[config.mk]
export PLATFORM = sky130hd
export DESIGN_NAME = flash_range_sequencer
export DESIGN_NICKNAME = d
export VERILOG_FILES = /design/src/hw/flash_seq_pkg.sv /design/src/hw/flash_range_sequencer.sv
export SDC_FILE = /design/constraint.sdc
export NUM_CORES = 1
export LEC_CHECK = 0
export BUFFER_PORTS_ARGS = -buffer_cell sky130_fd_sc_hd__buf_2
export CORE_MARGIN = 3
export CORE_UTILIZATION = 56
export DETAILED_ROUTE_END_ITERATION = 7
export PLACE_DENSITY = 0.81
export SYNTH_ARGS = -nofsm -noshare
export SYNTH_HDL_FRONTEND = slang
export SYNTH_HIERARCHICAL = 1
export SYNTH_SLANG_ARGS = --single-unit
[constraint.sdc]
create_clock -name clock -period 6.96 [get_ports clock]
set_input_delay 1.392 -clock clock [delete_from_list [all_inputs] [get_ports clock]]
set_output_delay 1.392 -clock clock [all_outputs]
set_load 0.05 [all_outputs]
[src/hw/flash_seq_pkg.sv]
package flash_seq_pkg;

  // ****************************************************
  // Widths and fixed figures
  // ****************************************************
  localparam int unsigned CLOCK_MHZ = 100;
  localparam int unsigned FIFO_WIDTH = 8;
  localparam int unsigned FIFO_DEPTH = 16;
  localparam int unsigned ROW_BYTES = 8;
  localparam int unsigned MARKER_BIT = 7;
  localparam int unsigned CTL_BLK_LSB = 5;

  // Timing in microseconds, last three in clock cycles; microsecond cycles follow from bus_speed_param at run time.
  localparam logic [31:0] STEP_US = 32'h0000_000A;
  localparam logic [31:0] HVTV_US = 32'h0000_0005;
  localparam logic [31:0] VTP_US = 32'h0000_0005;
  localparam logic [31:0] HVD_US = 32'h0000_0005;
  localparam logic [31:0] ERASE_UNIT_US = 32'h0000_0018;
  localparam logic [31:0] READ_CYCLES = 32'h0000_0001;
  localparam logic [31:0] MARGIN_EXTRA_CYCLES = 32'h0000_0008;
  localparam logic [31:0] DUMP_BIT_CYCLES = 32'h0000_0020;

  // ****************************************************
  // Protection bounds and erase block masks
  // ****************************************************
  localparam logic [15:0] PROT_BOUND0 = 16'h7800;
  localparam logic [15:0] PROT_BOUND1 = 16'h7880;
  localparam logic [15:0] PROT_BOUND2 = 16'h7900;
  localparam logic [15:0] PROT_BOUND3 = 16'h7A00;
  localparam logic [15:0] PROT_TOP = 16'h7FEF;
  localparam logic [15:0] VECTOR_LOW = 16'hFFF0;
  localparam logic [15:0] MASK_FULL = 16'h07FF;
  localparam logic [15:0] MASK_HALF = 16'h03FF;
  localparam logic [15:0] MASK_ROWS8 = 16'h003F;
  localparam logic [15:0] MASK_ROW = 16'h0007;
  localparam logic [1:0] BLK_ROW = 2'h3;

  // ****************************************************
  // Types
  // ****************************************************
  typedef enum logic [1:0] {
    op_range_read_verify = 2'h0,
    op_range_program = 2'h1,
    op_range_erase = 2'h2,
    op_wear_level_row_program = 2'h3
  } op_t;

  typedef struct packed {
    op_t op;
    logic [15:0] start_address;
    logic [15:0] last_address_param;
    logic [7:0] acc_arg;
    logic [7:0] bus_speed_param;
    logic [7:0] pulse_limit;
    logic [15:0] erase_delay_param;
    logic [7:0] erase_control_byte;
  } cmd_t;

  typedef struct packed {
    logic carry;
    logic interrupt_mask;
    logic [7:0] acc;
    logic [15:0] address;
  } res_t;

  typedef struct packed {
    logic [15:0] addr;
    logic [7:0] wdata;
    logic write;
    logic read;
    logic program_select;
    logic erase_select;
    logic high_voltage_enable;
    logic margin;
    logic pump_on;
    logic [1:0] blk;
  } flash_req_t;

endpackage : flash_seq_pkg

[src/hw/flash_range_sequencer.sv]
`timescale 1ns/1ps
// Contract
// - Nonzero accumulator: copy and compare with buffer; zero: dump range on pin.
// - Carry set only if all buffer compares match; accumulator returns checksum.
// - Pin dump sends each byte in monitor format: start, eight bits, stop.
// - Program every byte from start to last from successive buffer bytes.
// - Stop after pulse limit and fail; carry set on success only.
// - Control bits 6:5 select full, half, eight rows or one row erase.
// - Erase high voltage lasts erase delay times 24 microseconds.
// - Erase returns the address argument unchanged.
// - Program, erase and wear-level return with interrupt mask set.
// - Wear levelling always takes eight buffer bytes as the row.
// - Row count is last minus first divided by eight, plus one.
// - Every row written once before any row is written again.
// - Bit 7 of row byte zero is the sequencer's cycling marker.
// - Pick first row whose marker differs from row zero, else row zero.
// - Erase chosen row then program it with its marker inverted.
// - Wait mode in read mode leaves reading unaffected.
// - Wait or stop entry switches the pump off; program, erase and wear-level operations stop advancing.
// - Select plus high voltage at entry stays until reset; vectors blocked.
// - Stop in read mode puts the array into standby.
// - Pulse order: select, protect read, write, high voltage, margin read.
// - Rows are erased before reprogramming; erased bytes read zero.
// - Protected target clears the select bit and blocks high voltage.

module byte_fifo #(
  parameter int WIDTH = 8,
  parameter int DEPTH = 16
) (
  input wire logic clock,
  input wire logic resetn,
  input wire logic in_valid,
  input wire logic [WIDTH-1:0] in_data,
  output logic in_ready,
  output logic out_valid,
  output logic [WIDTH-1:0] out_data,
  input wire logic out_ready
);
  localparam int AW = $clog2(DEPTH);
  logic [WIDTH-1:0] mem [DEPTH];
  logic [AW-1:0] wr_q;
  logic [AW-1:0] rd_q;
  logic [AW:0] cnt_q;
  logic [AW:0] cnt_d;
  logic ready_q;
  wire push = in_valid & ready_q;
  wire pop = out_valid & out_ready;

  assign in_ready = ready_q;
  assign out_valid = (cnt_q != '0);
  assign out_data = mem[rd_q];
  assign cnt_d = cnt_q + (AW+1)'(push) - (AW+1)'(pop);

  always_ff @(posedge clock)
  begin
    if (push)
    begin
      mem[wr_q] <= in_data;
    end
  end

  always_ff @(posedge clock)
  begin
    if (!resetn)
    begin
      wr_q <= '0;
      rd_q <= '0;
      cnt_q <= '0;
      ready_q <= 1'b0;
    end
    else
    begin
      wr_q <= wr_q + AW'(push);
      rd_q <= rd_q + AW'(pop);
      cnt_q <= cnt_d;
      ready_q <= (cnt_d != (AW+1)'(DEPTH));
    end
  end
endmodule : byte_fifo

module flash_range_sequencer
  import flash_seq_pkg::*;
(
  input wire logic clock,
  input wire logic resetn,
  input wire logic cmd_valid,
  input wire cmd_t cmd,
  output logic busy,
  output logic done,
  output res_t result,
  input wire logic buf_valid,
  input wire logic [7:0] buf_data,
  output logic buf_ready,
  output logic rd_valid,
  output logic [7:0] rd_data,
  output logic serial_dump_pin,
  output flash_req_t flash_req,
  input wire logic [7:0] flash_rdata,
  input wire logic [7:0] protect_byte,
  input wire logic wait_mode,
  input wire logic stop_mode,
  output logic flash_standby,
  output logic vector_fetch_blocked
);

  // ****************************************************
  // State and storage
  // ****************************************************
  typedef enum logic [4:0] {
    s_idle = 5'h00, s_rd = 5'h01, s_rd_chk = 5'h03, s_dump = 5'h02,
    s_load = 5'h06, s_scan = 5'h07, s_scan_chk = 5'h05, s_ers_sel = 5'h04,
    s_ers_prot = 5'h0C, s_ers_wr = 5'h0D, s_ers_hv = 5'h0F, s_ers_end = 5'h0E,
    s_pg_fetch = 5'h0A, s_pg_sel = 5'h0B, s_pg_prot = 5'h09, s_pg_wr = 5'h08,
    s_pg_hv = 5'h18, s_pg_hvtv = 5'h19, s_pg_marg = 5'h1B, s_pg_clr = 5'h1A,
    s_pg_mrd = 5'h1E, s_finish = 5'h1F
  } state_t;

  state_t st_q;
  cmd_t c_q;
  flash_req_t fr_q;
  res_t res_q;
  logic [15:0] addr_q;
  logic [12:0] row_q;
  logic [12:0] nrows_q;
  logic m0_q;
  logic [7:0] rowbuf_q [ROW_BYTES];
  logic [2:0] bidx_q;
  logic [7:0] pgdata_q;
  logic [7:0] pulses_q;
  logic [31:0] tmr_q;
  logic ok_q;
  logic [7:0] sum_q;
  logic busy_q;
  logic done_q;
  logic rd_valid_q;
  logic [7:0] rd_data_q;
  logic [8:0] shift_q;
  logic [3:0] bitcnt_q;
  logic pin_q;
  logic stuck_q;
  logic lp_q;
  logic standby_q;
  logic fifo_ov;
  logic [7:0] fifo_d;

  function automatic logic [31:0] us_cycles(input logic [31:0] us, input logic [7:0] spd);
    logic [39:0] p;
    p = ({8'h00, us} * {32'h0000_0000, spd} + 40'h00_0000_0003) >> 2;
    if (p[39:32] != 8'h00)
      return 32'hFFFF_FFFF;
    else if (p[31:0] == 32'h0000_0000)
      return 32'h0000_0001;
    else
      return p[31:0];
  endfunction : us_cycles

  // ****************************************************
  // Decoding
  // ****************************************************
  wire tw = (tmr_q == 32'h0000_0000);
  wire lp = wait_mode | stop_mode;
  wire pe_op = (c_q.op != op_range_read_verify);
  wire run = !stuck_q && !(lp && pe_op);
  wire to_buf = (c_q.acc_arg != 8'h00);
  wire [7:0] spd = c_q.bus_speed_param;
  wire [1:0] blk = (c_q.op == op_wear_level_row_program) ? BLK_ROW : c_q.erase_control_byte[CTL_BLK_LSB+:2];
  wire [15:0] blk_mask = (blk == 2'h0) ? MASK_FULL : (blk == 2'h1) ? MASK_HALF : (blk == 2'h2) ? MASK_ROWS8 : MASK_ROW;
  wire erasing = (st_q == s_ers_prot);
  wire [15:0] chk_lo = erasing ? (addr_q & ~blk_mask) : addr_q;
  wire [15:0] chk_hi = erasing ? (addr_q | blk_mask) : addr_q;
  wire [15:0] prot_bound = protect_byte[0] ? PROT_BOUND0 : protect_byte[1] ? PROT_BOUND1 :
                           protect_byte[2] ? PROT_BOUND2 : PROT_BOUND3;
  wire prot_hit = (|protect_byte[3:0]) && ((chk_hi >= prot_bound && chk_lo <= PROT_TOP) || chk_hi >= VECTOR_LOW);
  wire wear = (c_q.op == op_wear_level_row_program);
  wire want_buf = (st_q == s_load) || (st_q == s_pg_fetch && !wear) || (st_q == s_rd_chk && tw && to_buf);
  wire fifo_pop = run && want_buf && fifo_ov;
  wire last_byte = wear ? (bidx_q == 3'h7) : (addr_q == c_q.last_address_param);
  wire [31:0] erase_us = {16'h0000, c_q.erase_delay_param} * ERASE_UNIT_US;
  wire marker = flash_rdata[MARKER_BIT];
  wire differ = (row_q != 13'h0000) && (marker != m0_q);

  assign busy = busy_q;
  assign done = done_q;
  assign result = res_q;
  assign rd_valid = rd_valid_q;
  assign rd_data = rd_data_q;
  assign serial_dump_pin = pin_q;
  assign flash_req = fr_q;
  assign flash_standby = standby_q;
  assign vector_fetch_blocked = stuck_q;

  byte_fifo #(
    .WIDTH(FIFO_WIDTH),
    .DEPTH(FIFO_DEPTH)
  ) u_fifo (
    .clock(clock),
    .resetn(resetn),
    .in_valid(buf_valid),
    .in_data(buf_data),
    .in_ready(buf_ready),
    .out_valid(fifo_ov),
    .out_data(fifo_d),
    .out_ready(fifo_pop)
  );

  // ****************************************************
  // Low-power handling
  // ****************************************************
  // The hung state can only be left through reset, because the array is not in read mode.
  always_ff @(posedge clock)
  begin
    if (!resetn)
    begin
      lp_q <= 1'b0;
      stuck_q <= 1'b0;
      standby_q <= 1'b0;
    end
    else
    begin
      lp_q <= lp;
      if (lp && !lp_q && (fr_q.program_select || fr_q.erase_select) && fr_q.high_voltage_enable)
        stuck_q <= 1'b1;
      standby_q <= stop_mode && !fr_q.program_select && !fr_q.erase_select;
    end
  end

  // ****************************************************
  // Sequencer
  // ****************************************************
  always_ff @(posedge clock)
  begin
    if (!resetn)
    begin
      st_q <= s_idle;
      c_q <= '0;
      fr_q <= '0;
      res_q <= '0;
      addr_q <= '0;
      row_q <= '0;
      nrows_q <= '0;
      m0_q <= 1'b0;
      for (int i = 0; i < ROW_BYTES; i++)
        rowbuf_q[i] <= 8'h00;
      bidx_q <= '0;
      pgdata_q <= '0;
      pulses_q <= '0;
      tmr_q <= '0;
      ok_q <= 1'b0;
      sum_q <= '0;
      busy_q <= 1'b0;
      done_q <= 1'b0;
      rd_valid_q <= 1'b0;
      rd_data_q <= '0;
      shift_q <= '0;
      bitcnt_q <= '0;
      pin_q <= 1'b1;
    end
    else
    begin
      done_q <= 1'b0;
      rd_valid_q <= 1'b0;
      fr_q.write <= 1'b0;
      fr_q.read <= 1'b0;
      fr_q.pump_on <= !lp;
      if (run && !tw)
        tmr_q <= tmr_q - 32'h0000_0001;
      if (run)
      begin
        case (st_q)
          s_idle:
            if (cmd_valid)
            begin
              c_q <= cmd;
              busy_q <= 1'b1;
              addr_q <= cmd.start_address;
              nrows_q <= 13'((cmd.last_address_param - cmd.start_address) >> 3);
              row_q <= '0;
              bidx_q <= '0;
              sum_q <= '0;
              ok_q <= 1'b1;
              case (cmd.op)
                op_range_read_verify: st_q <= s_rd;
                op_range_program: st_q <= s_pg_fetch;
                op_range_erase: st_q <= s_ers_sel;
                default: st_q <= s_load;
              endcase
            end
          s_rd:
          begin
            fr_q.read <= 1'b1;
            fr_q.addr <= addr_q;
            tmr_q <= READ_CYCLES;
            st_q <= s_rd_chk;
          end
          s_rd_chk:
            if (tw && to_buf && fifo_ov)
            begin
              sum_q <= sum_q + flash_rdata;
              if (flash_rdata != fifo_d)
                ok_q <= 1'b0;
              rd_valid_q <= 1'b1;
              rd_data_q <= flash_rdata;
              addr_q <= addr_q + 16'h0001;
              st_q <= (addr_q == c_q.last_address_param) ? s_finish : s_rd;
            end
            else if (tw && !to_buf)
            begin
              sum_q <= sum_q + flash_rdata;
              pin_q <= 1'b0;
              shift_q <= {1'b1, flash_rdata};
              bitcnt_q <= 4'h9;
              tmr_q <= DUMP_BIT_CYCLES;
              st_q <= s_dump;
            end
          s_dump:
            if (tw)
            begin
              if (bitcnt_q == 4'h0)
              begin
                addr_q <= addr_q + 16'h0001;
                st_q <= (addr_q == c_q.last_address_param) ? s_finish : s_rd;
              end
              else
              begin
                pin_q <= shift_q[0];
                shift_q <= {1'b1, shift_q[8:1]};
                bitcnt_q <= bitcnt_q - 4'h1;
                tmr_q <= DUMP_BIT_CYCLES;
              end
            end
          s_load:
            if (fifo_ov)
            begin
              rowbuf_q[bidx_q] <= fifo_d;
              bidx_q <= bidx_q + 3'h1;
              if (bidx_q == 3'h7)
                st_q <= s_scan;
            end
          s_scan:
          begin
            fr_q.read <= 1'b1;
            fr_q.addr <= addr_q;
            tmr_q <= READ_CYCLES;
            st_q <= s_scan_chk;
          end
          s_scan_chk:
            if (tw)
            begin
              if (row_q == 13'h0000)
                m0_q <= marker;
              if (differ || row_q == nrows_q)
              begin
                rowbuf_q[0][MARKER_BIT] <= ~marker;
                if (!differ)
                  addr_q <= c_q.start_address;
                st_q <= s_ers_sel;
              end
              else
              begin
                row_q <= row_q + 13'h0001;
                addr_q <= addr_q + 16'h0008;
                st_q <= s_scan;
              end
            end
          s_ers_sel:
          begin
            fr_q.erase_select <= 1'b1;
            fr_q.blk <= blk;
            st_q <= s_ers_prot;
          end
          s_ers_prot:
            if (prot_hit)
            begin
              fr_q.erase_select <= 1'b0;
              ok_q <= 1'b0;
              st_q <= s_finish;
            end
            else
              st_q <= s_ers_wr;
          s_ers_wr:
          begin
            fr_q.write <= 1'b1;
            fr_q.addr <= addr_q;
            fr_q.wdata <= 8'h00;
            st_q <= s_ers_hv;
          end
          s_ers_hv:
            if (!fr_q.high_voltage_enable)
            begin
              fr_q.high_voltage_enable <= 1'b1;
              tmr_q <= us_cycles(erase_us, spd);
            end
            else if (tw)
            begin
              fr_q.high_voltage_enable <= 1'b0;
              fr_q.erase_select <= 1'b0;
              tmr_q <= us_cycles(HVD_US, spd);
              st_q <= s_ers_end;
            end
          s_ers_end:
            if (tw)
            begin
              bidx_q <= '0;
              st_q <= wear ? s_pg_fetch : s_finish;
            end
          s_pg_fetch:
            if (wear || fifo_ov)
            begin
              pgdata_q <= wear ? rowbuf_q[bidx_q] : fifo_d;
              pulses_q <= '0;
              st_q <= s_pg_sel;
            end
          s_pg_sel:
          begin
            fr_q.program_select <= 1'b1;
            st_q <= s_pg_prot;
          end
          s_pg_prot:
            if (prot_hit)
            begin
              fr_q.program_select <= 1'b0;
              ok_q <= 1'b0;
              st_q <= s_finish;
            end
            else
              st_q <= s_pg_wr;
          s_pg_wr:
          begin
            fr_q.write <= 1'b1;
            fr_q.addr <= addr_q;
            fr_q.wdata <= pgdata_q;
            st_q <= s_pg_hv;
          end
          s_pg_hv:
            if (!fr_q.high_voltage_enable)
            begin
              fr_q.high_voltage_enable <= 1'b1;
              tmr_q <= us_cycles(STEP_US, spd);
            end
            else if (tw)
            begin
              fr_q.high_voltage_enable <= 1'b0;
              tmr_q <= us_cycles(HVTV_US, spd);
              st_q <= s_pg_hvtv;
            end
          s_pg_hvtv:
            if (tw)
            begin
              fr_q.margin <= 1'b1;
              tmr_q <= us_cycles(VTP_US, spd);
              st_q <= s_pg_marg;
            end
          s_pg_marg:
            if (tw)
            begin
              fr_q.program_select <= 1'b0;
              tmr_q <= us_cycles(HVD_US, spd);
              st_q <= s_pg_clr;
            end
          s_pg_clr:
            if (tw)
            begin
              fr_q.read <= 1'b1;
              fr_q.addr <= addr_q;
              tmr_q <= READ_CYCLES + MARGIN_EXTRA_CYCLES;
              st_q <= s_pg_mrd;
            end
          s_pg_mrd:
            if (tw)
            begin
              fr_q.margin <= 1'b0;
              if (flash_rdata == pgdata_q)
              begin
                addr_q <= addr_q + 16'h0001;
                bidx_q <= bidx_q + 3'h1;
                st_q <= last_byte ? s_finish : s_pg_fetch;
              end
              else if (pulses_q + 8'h01 >= c_q.pulse_limit)
              begin
                ok_q <= 1'b0;
                st_q <= s_finish;
              end
              else
              begin
                pulses_q <= pulses_q + 8'h01;
                st_q <= s_pg_sel;
              end
            end
          s_finish:
          begin
            fr_q.program_select <= 1'b0;
            fr_q.erase_select <= 1'b0;
            fr_q.high_voltage_enable <= 1'b0;
            fr_q.margin <= 1'b0;
            res_q.carry <= ok_q && (pe_op || to_buf);
            res_q.interrupt_mask <= pe_op;
            res_q.acc <= sum_q;
            res_q.address <= c_q.start_address;
            busy_q <= 1'b0;
            done_q <= 1'b1;
            st_q <= s_idle;
          end
          default: st_q <= s_idle;
        endcase
      end
    end
  end

endmodule : flash_range_sequencer

Yosys cells after proc, flatten, opt, wreduce, memory -nomap -nowiden
Memory sizes are Yosys's and may differ from the RTL's. A register that Yosys moved wholly into a read port is not among the register bits.
Index checks and enable logic that the tools add are counted.
- $mul: 4
- magnitude comparators: 4
- reductions and logical operators: 95
- mux-type cells: 148
- equality and inequality tests: 64
- add/sub/neg operators: 16
- bitwise logic cells: 8
- operators by type and width (cell ; count):
    two-way mux 32 bit ; 13
    case mux 32 bit (7 select lines) ; 1
    two-way mux 16 bit ; 12
    logical NOT 32 bit ; 4
    two-way mux 5 bit ; 25
    case mux 5 bit (21 select lines) ; 1
    case mux 16 bit (5 select lines) ; 1
    two-way mux 8 bit ; 9
    two-way mux 10 bit ; 5
    != test 2 bit, second input constant ; 22
    == test 5 x 4 -> 1 bit, second input constant ; 8
    two-way mux 13 bit ; 3
    two-way mux 1 bit ; 36
    two-way mux 9 bit ; 4
    case mux 9 bit (2 select lines) ; 2
    case mux 16 bit (2 select lines) ; 1
    case mux 8 bit (2 select lines) ; 2
    subtractor 32 x 1 -> 32 bit, second input constant ; 1
    adder 29 x 2 -> 30 bit, second input constant ; 1
    == test 5 bit, second input constant ; 6
    two-way mux 28 bit ; 1
    multiplier 18 x 8 -> 26 bit ; 1
    case mux 13 bit (2 select lines) ; 1
    two-way mux 3 bit ; 8
    other kinds (76) ; 171
- word-level logic and storage cells: 388
- memories kept: 2
- output and inout port bits: 74
- input port bits: 112
- memory bits (writable): 192
- bits in registers: 290
- memories (name ; words ; bits a word ; rd ports ; clocked after Yosys merged registers in ; write ports ; RTL line ; text):
    u_fifo.mem ; 16 ; 8 ; 1 ; 1 ; 1 ; flash_range_sequencer.sv:40 ; logic [WIDTH-1:0] mem [DEPTH];
    rowbuf_q ; 8 ; 8 ; 1 ; 1 ; 8 ; flash_range_sequencer.sv:126 ; logic [7:0] rowbuf_q [ROW_BYTES];

Longest topological paths before layout
Gate-level depths: netlist (run 1).
- depth after elaboration: 15
- depth in mapped cells: 29
- depth with buffers taken out: 28

By module
Netlist (run 1), hierarchy kept.
- modules (own cells, without submodules) (module ; times used ; seq. area each (µm²) ; cells each ; area an instance (µm²)):
    flash_range_sequencer ; 1 ; 7407.1 ; 2801 ; 23471.3
    byte_fifo ; 1 ; 4124.0 ; 291 ; 5669.2

Least setup slack after synthesis (run 1)
OpenSTA, ideal clock, no wires.
- path type: register to register
- start point: register c_q[9] (netlist name)
- end point: register tmr_q[0]
- cell stages (with the launch flop): 30
- path buffers: 1
- data required time: 6.844 ns
- clock period less this slack: 6.689 ns
- data arrival time: 6.573 ns
- slack: 0.271 ns
- cell sequence: dfxtp_1 -> ha_1 -> inv_1 -> fa_1 -> nor2b_1 -> o21a_1 -> o21ai_0 -> nand2b_1 -> a31o_2 -> a311oi_1 -> or4_1 -> nand3_1 -> nor2b_1 -> fa_1 -> fa_1 -> fa_1 -> inv_1 -> fa_1 -> inv_1 -> ha_1 -> clkbuf_1 -> a21o_1 -> a211oi_1 -> nor2_1 -> a21oi_1 -> and2_1 -> nor3_1 -> a2111oi_0 -> xnor2_1 -> a41o_1
- cells in the longest elaborated chain, start to end: 9
- ends and longest elaborated chain (what ; RTL line ; text):
    from (decl) ; flash_range_sequencer.sv:119 ; cmd_t c_q;
    from (signal assigned) ; flash_range_sequencer.sv:273 ; c_q <= cmd;
    multiplier 16 x 2 -> 18 bit ; flash_range_sequencer.sv:178 ; wire [31:0] erase_us = {16'h0000, c_q.erase_delay_param} * ERASE_UNIT_US;
    multiplier 18 x 8 -> 26 bit ; flash_range_sequencer.sv:148 ; p = ({8'h00, us} * {32'h0000_0000, spd} + 40'h00_0000_0003) >> 2;
    adder 29 x 2 -> 30 bit ; flash_range_sequencer.sv:148 ;
    logical NOT 32 bit ; flash_range_sequencer.sv:151 ; else if (p[31:0] == 32'h0000_0000)
    two-way mux 28 bit ; flash_range_sequencer.sv:151 ;
    two-way mux 32 bit ; flash_range_sequencer.sv:149 ; if (p[39:32] != 8'h00)
    two-way mux 32 bit ; flash_range_sequencer.sv:388 ; if (!fr_q.high_voltage_enable)
    case mux 32 bit (7 select lines) ; flash_range_sequencer.sv:269 ; case (st_q)
    two-way mux 32 bit ; flash_range_sequencer.sv:267 ; if (run)
    to (signal assigned) ; flash_range_sequencer.sv:266 ; tmr_q <= tmr_q - 32'h0000_0001;
    to (signal assigned) ; flash_range_sequencer.sv:391 ; tmr_q <= us_cycles(erase_us, spd);
    to (signal assigned) ; flash_range_sequencer.sv:397 ; tmr_q <= us_cycles(HVD_US, spd);
    to (decl) ; flash_range_sequencer.sv:130 ; logic [31:0] tmr_q;
Every way passes these cells.
A chain may end at the register's enable or synchronous reset.

Worst setup path after layout (run 1)
- start point: register c_q[8] (netlist name)
- end point: register tmr_q[0]
Same word-level chain as after synthesis.

==> results of run 1 <==
==> cell type report <==
cell class	instances	share of cell area (%)
repair buffers	276	4.99
clock inverters	30	1.38
multi-input cells	2268	50.2
flip-flops and latches	480	34.7
clock buffers	65	4.06
well taps	672	2.53
inverters	179	2.04
==> cells in the mapped netlist (34+ instances only) <==
library cell,instances,area [um2]
ha_1,135,1690
and2_1,167,1040
mux4_2,34,766
dfxtp_1,288,5770
clkbuf_1,122,458
edfxtp_1,192,5770
a22oi_1,36,270
nor3_1,53,265
nand2_1,414,1550
xnor2_1,106,928
nand3_1,83,415
a21oi_1,231,1160
o21ai_0,87,435
nor2_1,242,908
inv_1,176,661
xor2_1,70,613
fa_1,105,2100
==> sequential cells by signal, summed over array words and instances, names as in the netlist, 3 cells and up, named ones only <==
name	cells
bidx_q	3
tmr_q	32
addr_q	16
rd_data	8
flash_req	33
u_fifo/rd_q	4
u_fifo/wr_q	4
pgdata_q	8
pulses_q	8
u_fifo/mem	128
c_q	68
rowbuf_q	64
sum_q	8
nrows_q	13
result	26
st_q	5
bitcnt_q	4
shift_q	9
row_q	13
u_fifo/cnt_q	5
spd	8
==> final timing paths <==
check                          startpoint                      end  slack, ps
hold reg to reg   result[23]$_SDFFE_PN0P_  result[23]$_SDFFE_PN0P_        450
hold / removal    result[23]$_SDFFE_PN0P_  result[23]$_SDFFE_PN0P_        450
setup / recovery      c_q[8]$_SDFFE_PN0P_      tmr_q[0]$_SDFF_PN0_         20
setup reg to reg      c_q[8]$_SDFFE_PN0P_      tmr_q[0]$_SDFF_PN0_         20
==> worst max-delay path, cell delays in order (launching register included) <==
cell and delay (ps):
dfxtp_2 340, ha_4 160, inv_2 60, fa_2 210, nor2b_1 50, o21a_1 200, o21ai_1 160, nand2b_1 90
a31o_2 280, buf_4 150, a311oi_4 330, xnor2_2 150, buf_4 170, and2_1 170, fa_1 560, fa_1 440
fa_1 520, fa_1 510, ha_1 440, nand2_1 120, o21ai_2 220, a31oi_4 60, a21oi_2 200, xor2_1 140
or4b_4 550, nor4bb_4 290, buf_4 150, a41o_1 160
==> repair_timing <==
| action | in CTS | in global routing |
|---|---|---|
| resized for setup | 20 | 75 |
| pin swaps | 9 | 64 |
| setup buffers | 5 | 25 |
| setup endpoints to repair | 2 | 5 |
| hold buffers | 0 | 0 |
| hold endpoints to repair | 0 | 0 |
==> per-layer routing <==
layer	vias up	track usage [%]	share of wire [%]
li1	11150	-	-
met2	1204	49.4	49
met1	11740	36.7	39
met3	222	5.03	8.3
met5	-	0	0
met4	0	10.8	3.6
==> report_power, final <==
part / leakage (uW) / internal [uW] / total (uW) / switching, uW
Combinational: 0.00827 / 1380 / 3690 / 2310
Sequential: 0.00415 / 3220 / 3590 / 375
Clock: 0.000851 / 1700 / 2930 / 1230
Total: 0.0133 / 6290 / 10200 / 3920
==> through the flow <==
step / cells / total power (uW) / setup TNS, ps / setup slack, ps / hold slack (ps)
after floorplan: 3092 / 6080 / 0 / 271 / 432
after global placement: 3845 / 6950 / -107 / -57.8 / 439
after detailed placement: 3845 / 7070 / -407 / -208 / 443
after CTS: 3945 / 10000 / 0 / 13.1 / 451
after global routing: 3970 / 10700 / -218 / -213 / 470
final: 3970 / 10200 / 0 / 21.3 / 452
==> kinds of logic (layout without fill, tap and decap cells) <==
family          count (synthesis)  after routing  share of synthesized area (%)
mux                            74             74                           4.78
flops                         480            480                           39.6
simple gates                 1203           1203                           20.3
xor+xnor                      176            176                           5.29
buf+inv                       344            550                           4.70
fa+ha+maj                     240            240                           13.0
compound gates                575            575                           12.4
==> flow_summary.toml, run 1 <==
[outcome]
status = "finished clean"

[floorplanning]
rows = 82
fp.dieW_um = 234
start_util_pct = 57.4
die_h_um = 234
die-area_um2 = 54800
ioPinCount = 186
coreArea_um2 = 50800

[route]
vias_per_cell = 6.12
wirelength_mm = 80.8
ant_nets = 0
first_pass_iters = 8
drt_iter0_drc = 2282
drt-wirelength-per-cell_um = 20.4
drc_errors = 0
via_count = 24316

[finish]
area_delta_synth_final_pct = 13.9
final_cell_mix = "nand2_1, dfxtp_1, nor2_1"
design_area_um2 = 33200
nets = 3608
seq_area_um2 = 11500
antenna_cells = 0
utilization_pct = 65.4
multi_input_area_um2 = 16700
drive_above_1_share_pct = 15.3
layout_commonest_cell = "nand2_1"
fillers = 3924

[yosys]
syn_area_um2 = 29100
syn_area_per_cell_um2 = 9.42
ys_ff_latch = 480
ys_warn_count = 6
synth-main-ff-cell = "dfxtp_1"
synth_edf_count = 192
synth_fp_nets = 3444
ys_seq_area_share_pct = 39.6
synthArstFlopShare_pct = 0
synth_cell_type_count = 99
synth_cells = 3092

[global_routing]
grt_pass1_vias = 23800
globalRouteTotalUtil_pct = 28.8
grt-ovfl-total = 0
grt_pass1_wl_mm = 126
antenna_found_initial = 0
grt_max_degree = 117

[cts]
ctsLongestPathBuffers = 3
numCtsBuffers = 51
cts_tree = "done"
cts.sinks = 480
clk_latency_ps = 640
path_clk_slew_ps = 70
clock-root-buffer = "clkbuf_16"
htreeDepth = 2

[power_and_ir_drop]
power.density_nw_per_um2 = 307
p_leak_uw = 0.0133
ir_worst_vdd_uv = 255

[worst_setup_path]
path_max_fanout = 6
cp-start-kind = "register"
cp.required_ps = 7510
critPathKind = "register to register"
timing.critical_path.arrival_ps = 7490
r2r_cells = 27
worst_setup_path_end_kind = "register"

[place]
dpl-instance-area_um2 = 30700
port_buffers = 175
place.gp.congestion = 0.968
place_hpwl_mm = 56.0

[sta]
finalCriticalPeriod_ps = 6940
slew_headroom_pct = 11.1
hold_viol = 0
post-route-period-util_pct = 99.7
finalSetupViolations = 0
fmax_ghz = 0.144
finClkSkew_ps = 43.4
report.final.slew_viol_count = 0
worst_pin_slew_ps = 1320
rsz0062_at_grt = "true"

[hold_path]
hold_depth = 2
hold_path_class = "register to register"

[run]
cap_violations = 0
Note: power is estimated with default switching activity, not from simulation.
==> run 2: changes to the inputs <==
Settings changed: SYNTH_HIERARCHICAL 1 to unset.
==> flow_summary.toml, run 2 <==
[outcome]
status = "finished, violations left"
failed_checks = "negative setup slack"

[cts]
holdBufCountCts = 0
clock-root-buffer = "clkbuf_16"
htreeDepth = 2
numCtsBuffers = 49
clk_latency_ps = 610
cts.sinks = 480
cts_tree = "done"
ctsLongestPathBuffers = 3
path_clk_slew_ps = 60

[yosys]
synth_edf_count = 192
synth_fp_nets = 3536
synth_cell_type_count = 96
synth.top_cell.area_share_pct = 19.6
synthTopCellsByCount = "nand2_1, dfxtp_1, nor2_1, a21oi_1, edfxtp_1"
synthTopCellsByArea = "dfxtp_1, edfxtp_1, fa_1"
ys_seq_area_share_pct = 39.1
synthArstFlopShare_pct = 0
yosysTopAreaCell = "dfxtp_1"
yosysMostFrequentCell = "nand2_1"
synth_cells = 3184
syn_area_um2 = 29500
ys_ff_latch = 480
synth-main-ff-cell = "dfxtp_1"
ys_warn_count = 0
syn_area_per_cell_um2 = 9.26

[worst_setup_path]
worst_setup_path_end_kind = "register"
worstSetupStartpoint = "c_q[9]$_SDFFE_PN0P_"
crit_path_top_delay_cell = "fa_1"
critPathMaxStageDelay_ps = 590
timing.critical_path.arrival_ps = 7500
r2r-start = "c_q[9]$_SDFFE_PN0P_"
cp-start-kind = "register"
cp.required_ps = 7490
cpMostUsedCell = "fa_1"
path_max_fanout = 4
critPathKind = "register to register"

[finish]
area_delta_synth_final_pct = 14.8
final_cell_mix = "nand2_1, nor2_1, dfxtp_1"
layout_commonest_cell = "nand2_1"
fillers = 4013
largest_reg_flops = 128
drive_above_1_share_pct = 16.6
nets = 3735
top_register = "u_fifo.mem"
design_area_um2 = 33900
fin_cells = 4104
top_regs = "u_fifo.mem (128), c_q (68), rowbuf_q (64)"

[global_routing]
globalRouteTotalUtil_pct = 28.4
grt_pass1_wl_mm = 129
grt-ovfl-total = 0
antenna_found_initial = 2
grt_max_degree = 105
grt_pass1_vias = 24270

[floorplanning]
start_util_pct = 57.0
rows = 83
fp.dieW_um = 235
die_h_um = 235
coreArea_um2 = 51700
die-area_um2 = 55400
ioPinCount = 186

[place]
place_ws_ps = -247
place.gp.congestion = 0.973
port_buffers = 175
numPlacedInstances = 3982
dpl-instance-area_um2 = 31400
place_hpwl_mm = 57.0

[route]
drt-wirelength-per-cell_um = 20.1
ant_nets = 0
via_count = 25189
drt_iter0_drc = 2412
wirelength_mm = 82.4
first_pass_iters = 6
drc_errors = 0
vias_per_cell = 6.14

[sta]
finClkSkew_ps = 31.5
hold_viol = 0
slew_headroom_pct = 12.6
finalSetupViolations = 1
setup_ws_ps = -11.0
whs_ps = 448
finalCriticalPeriod_ps = 6970
fmax_ghz = 0.143
report.final.slew_viol_count = 0
post-route-period-util_pct = 100
worst_pin_slew_ps = 1300
rsz0062_at_grt = "true"

[run]
cap_violations = 0

[hold_path]
hold_path_class = "register to register"
min_from = "c_q[46]$_SDFFE_PN0P_"

[power_and_ir_drop]
power_uw = 11200
ir_worst_vdd_uv = 386
power.density_nw_per_um2 = 331
p_leak_uw = 0.0134
## run 2: cell count changes in the layout (fill, tap and decap cells not counted), moves of 9 or more
| cell | previous run | this run |
|---|---|---|
| nand4_1 | 23 | 34 |
| nand2_1 | 413 | 404 |
| a221oi_1 | 5 | 22 |
| nor2_1 | 239 | 286 |
| or3_1 | 24 | 15 |
| mux2i_1 | 26 | 68 |
| mux4_1 | 14 | 0 |
| a22oi_1 | 36 | 17 |
| a21oi_1 | 222 | 258 |
| clkbuf_8 | 2 | 13 |
| buf_4 | 95 | 141 |
| nor3b_1 | 16 | 6 |
| inv_1 | 169 | 183 |
| and2_1 | 163 | 99 |
## run 2: logic make-up (layout without fill, tap and decap cells)
group | Yosys count | in the layout | share of synthesized area, %
xor gates and xnor gates | 173 | 173 | 5.14
muxes | 105 | 105 | 5.06
and+or+nand+nor | 1168 | 1168 | 18.9
buffers and inverters | 363 | 602 | 4.75
AOI/OAI and AO/OA | 655 | 655 | 14.2
DFF | 480 | 480 | 39.1
other | 0 | 1 | 0
adders and majority gates | 240 | 240 | 12.9
## run 2: worst paths after layout
check / slack [ps] / to / depth (start not counted)
setup / recovery: -10 / tmr_q[0]$_SDFF_PN0_ / 29
hold / removal: 450 / c_q[46]$_SDFFE_PN0P_ / 2
setup reg to reg: -10 / tmr_q[0]$_SDFF_PN0_ / 29
hold reg to reg: 450 / c_q[46]$_SDFFE_PN0P_ / 2
## run 2: repair_timing
item                                    4_1_cts  5_1_grt
endpoints found under the setup margin        1        8
gates resized for setup                      27       81
endpoints found under the hold margin         0        0
buffers inserted                             18       12
pin swaps                                    28       80
## run 2: cell type report
type	instances	area [um2]	share of cell area [%]
repair buffers	319	1970	5.81
diodes	1	2.50	0.00739
clock inverters	22	204	0.602
flip-flops and latches	480	11500	34.1
inverters	192	726	2.14
well taps	680	851	2.51
multi-input cells	2341	17100	50.6
clock buffers	69	1440	4.24
## run 2: critical path, delay by kind of cell, from the launching register on
family,cells,cell delay [ps]
simple gates,5,1220
xor+xnor,2,380
buf+inv,4,350
fa+ha+maj,7,2490
flops,1,370
compound gates,11,2040
## run 2: per-stage QoR
stage | setup TNS, ps | utilization (%)
CTS | 0 | 64.5
detailed placement | -247 | 60.8
floorplan | 0 | -
finish | -11.0 | 65.5
global placement | -153 | 60.8
global route | -450 | 65.5
## run 2: power by group
| part | internal (uW) | leakage, uW | switching (uW) |
|---|---|---|---|
| clock network | 1520 | 0.000805 | 1150 |
| registers | 3280 | 0.00416 | 472 |
| logic | 1800 | 0.00847 | 2980 |
| total | 6600 | 0.0134 | 4600 |
## run 2: per-layer routing
layer  vias to the layer above  global-route usage, %  share of wire, %
met5                         -                      0             0.013
met4                         2                   10.2               3.7
met3                       250                   4.96               8.7
met2                      1213                   47.8                49
met1                     12088                   37.0                39
li1                      11636                      -                 -
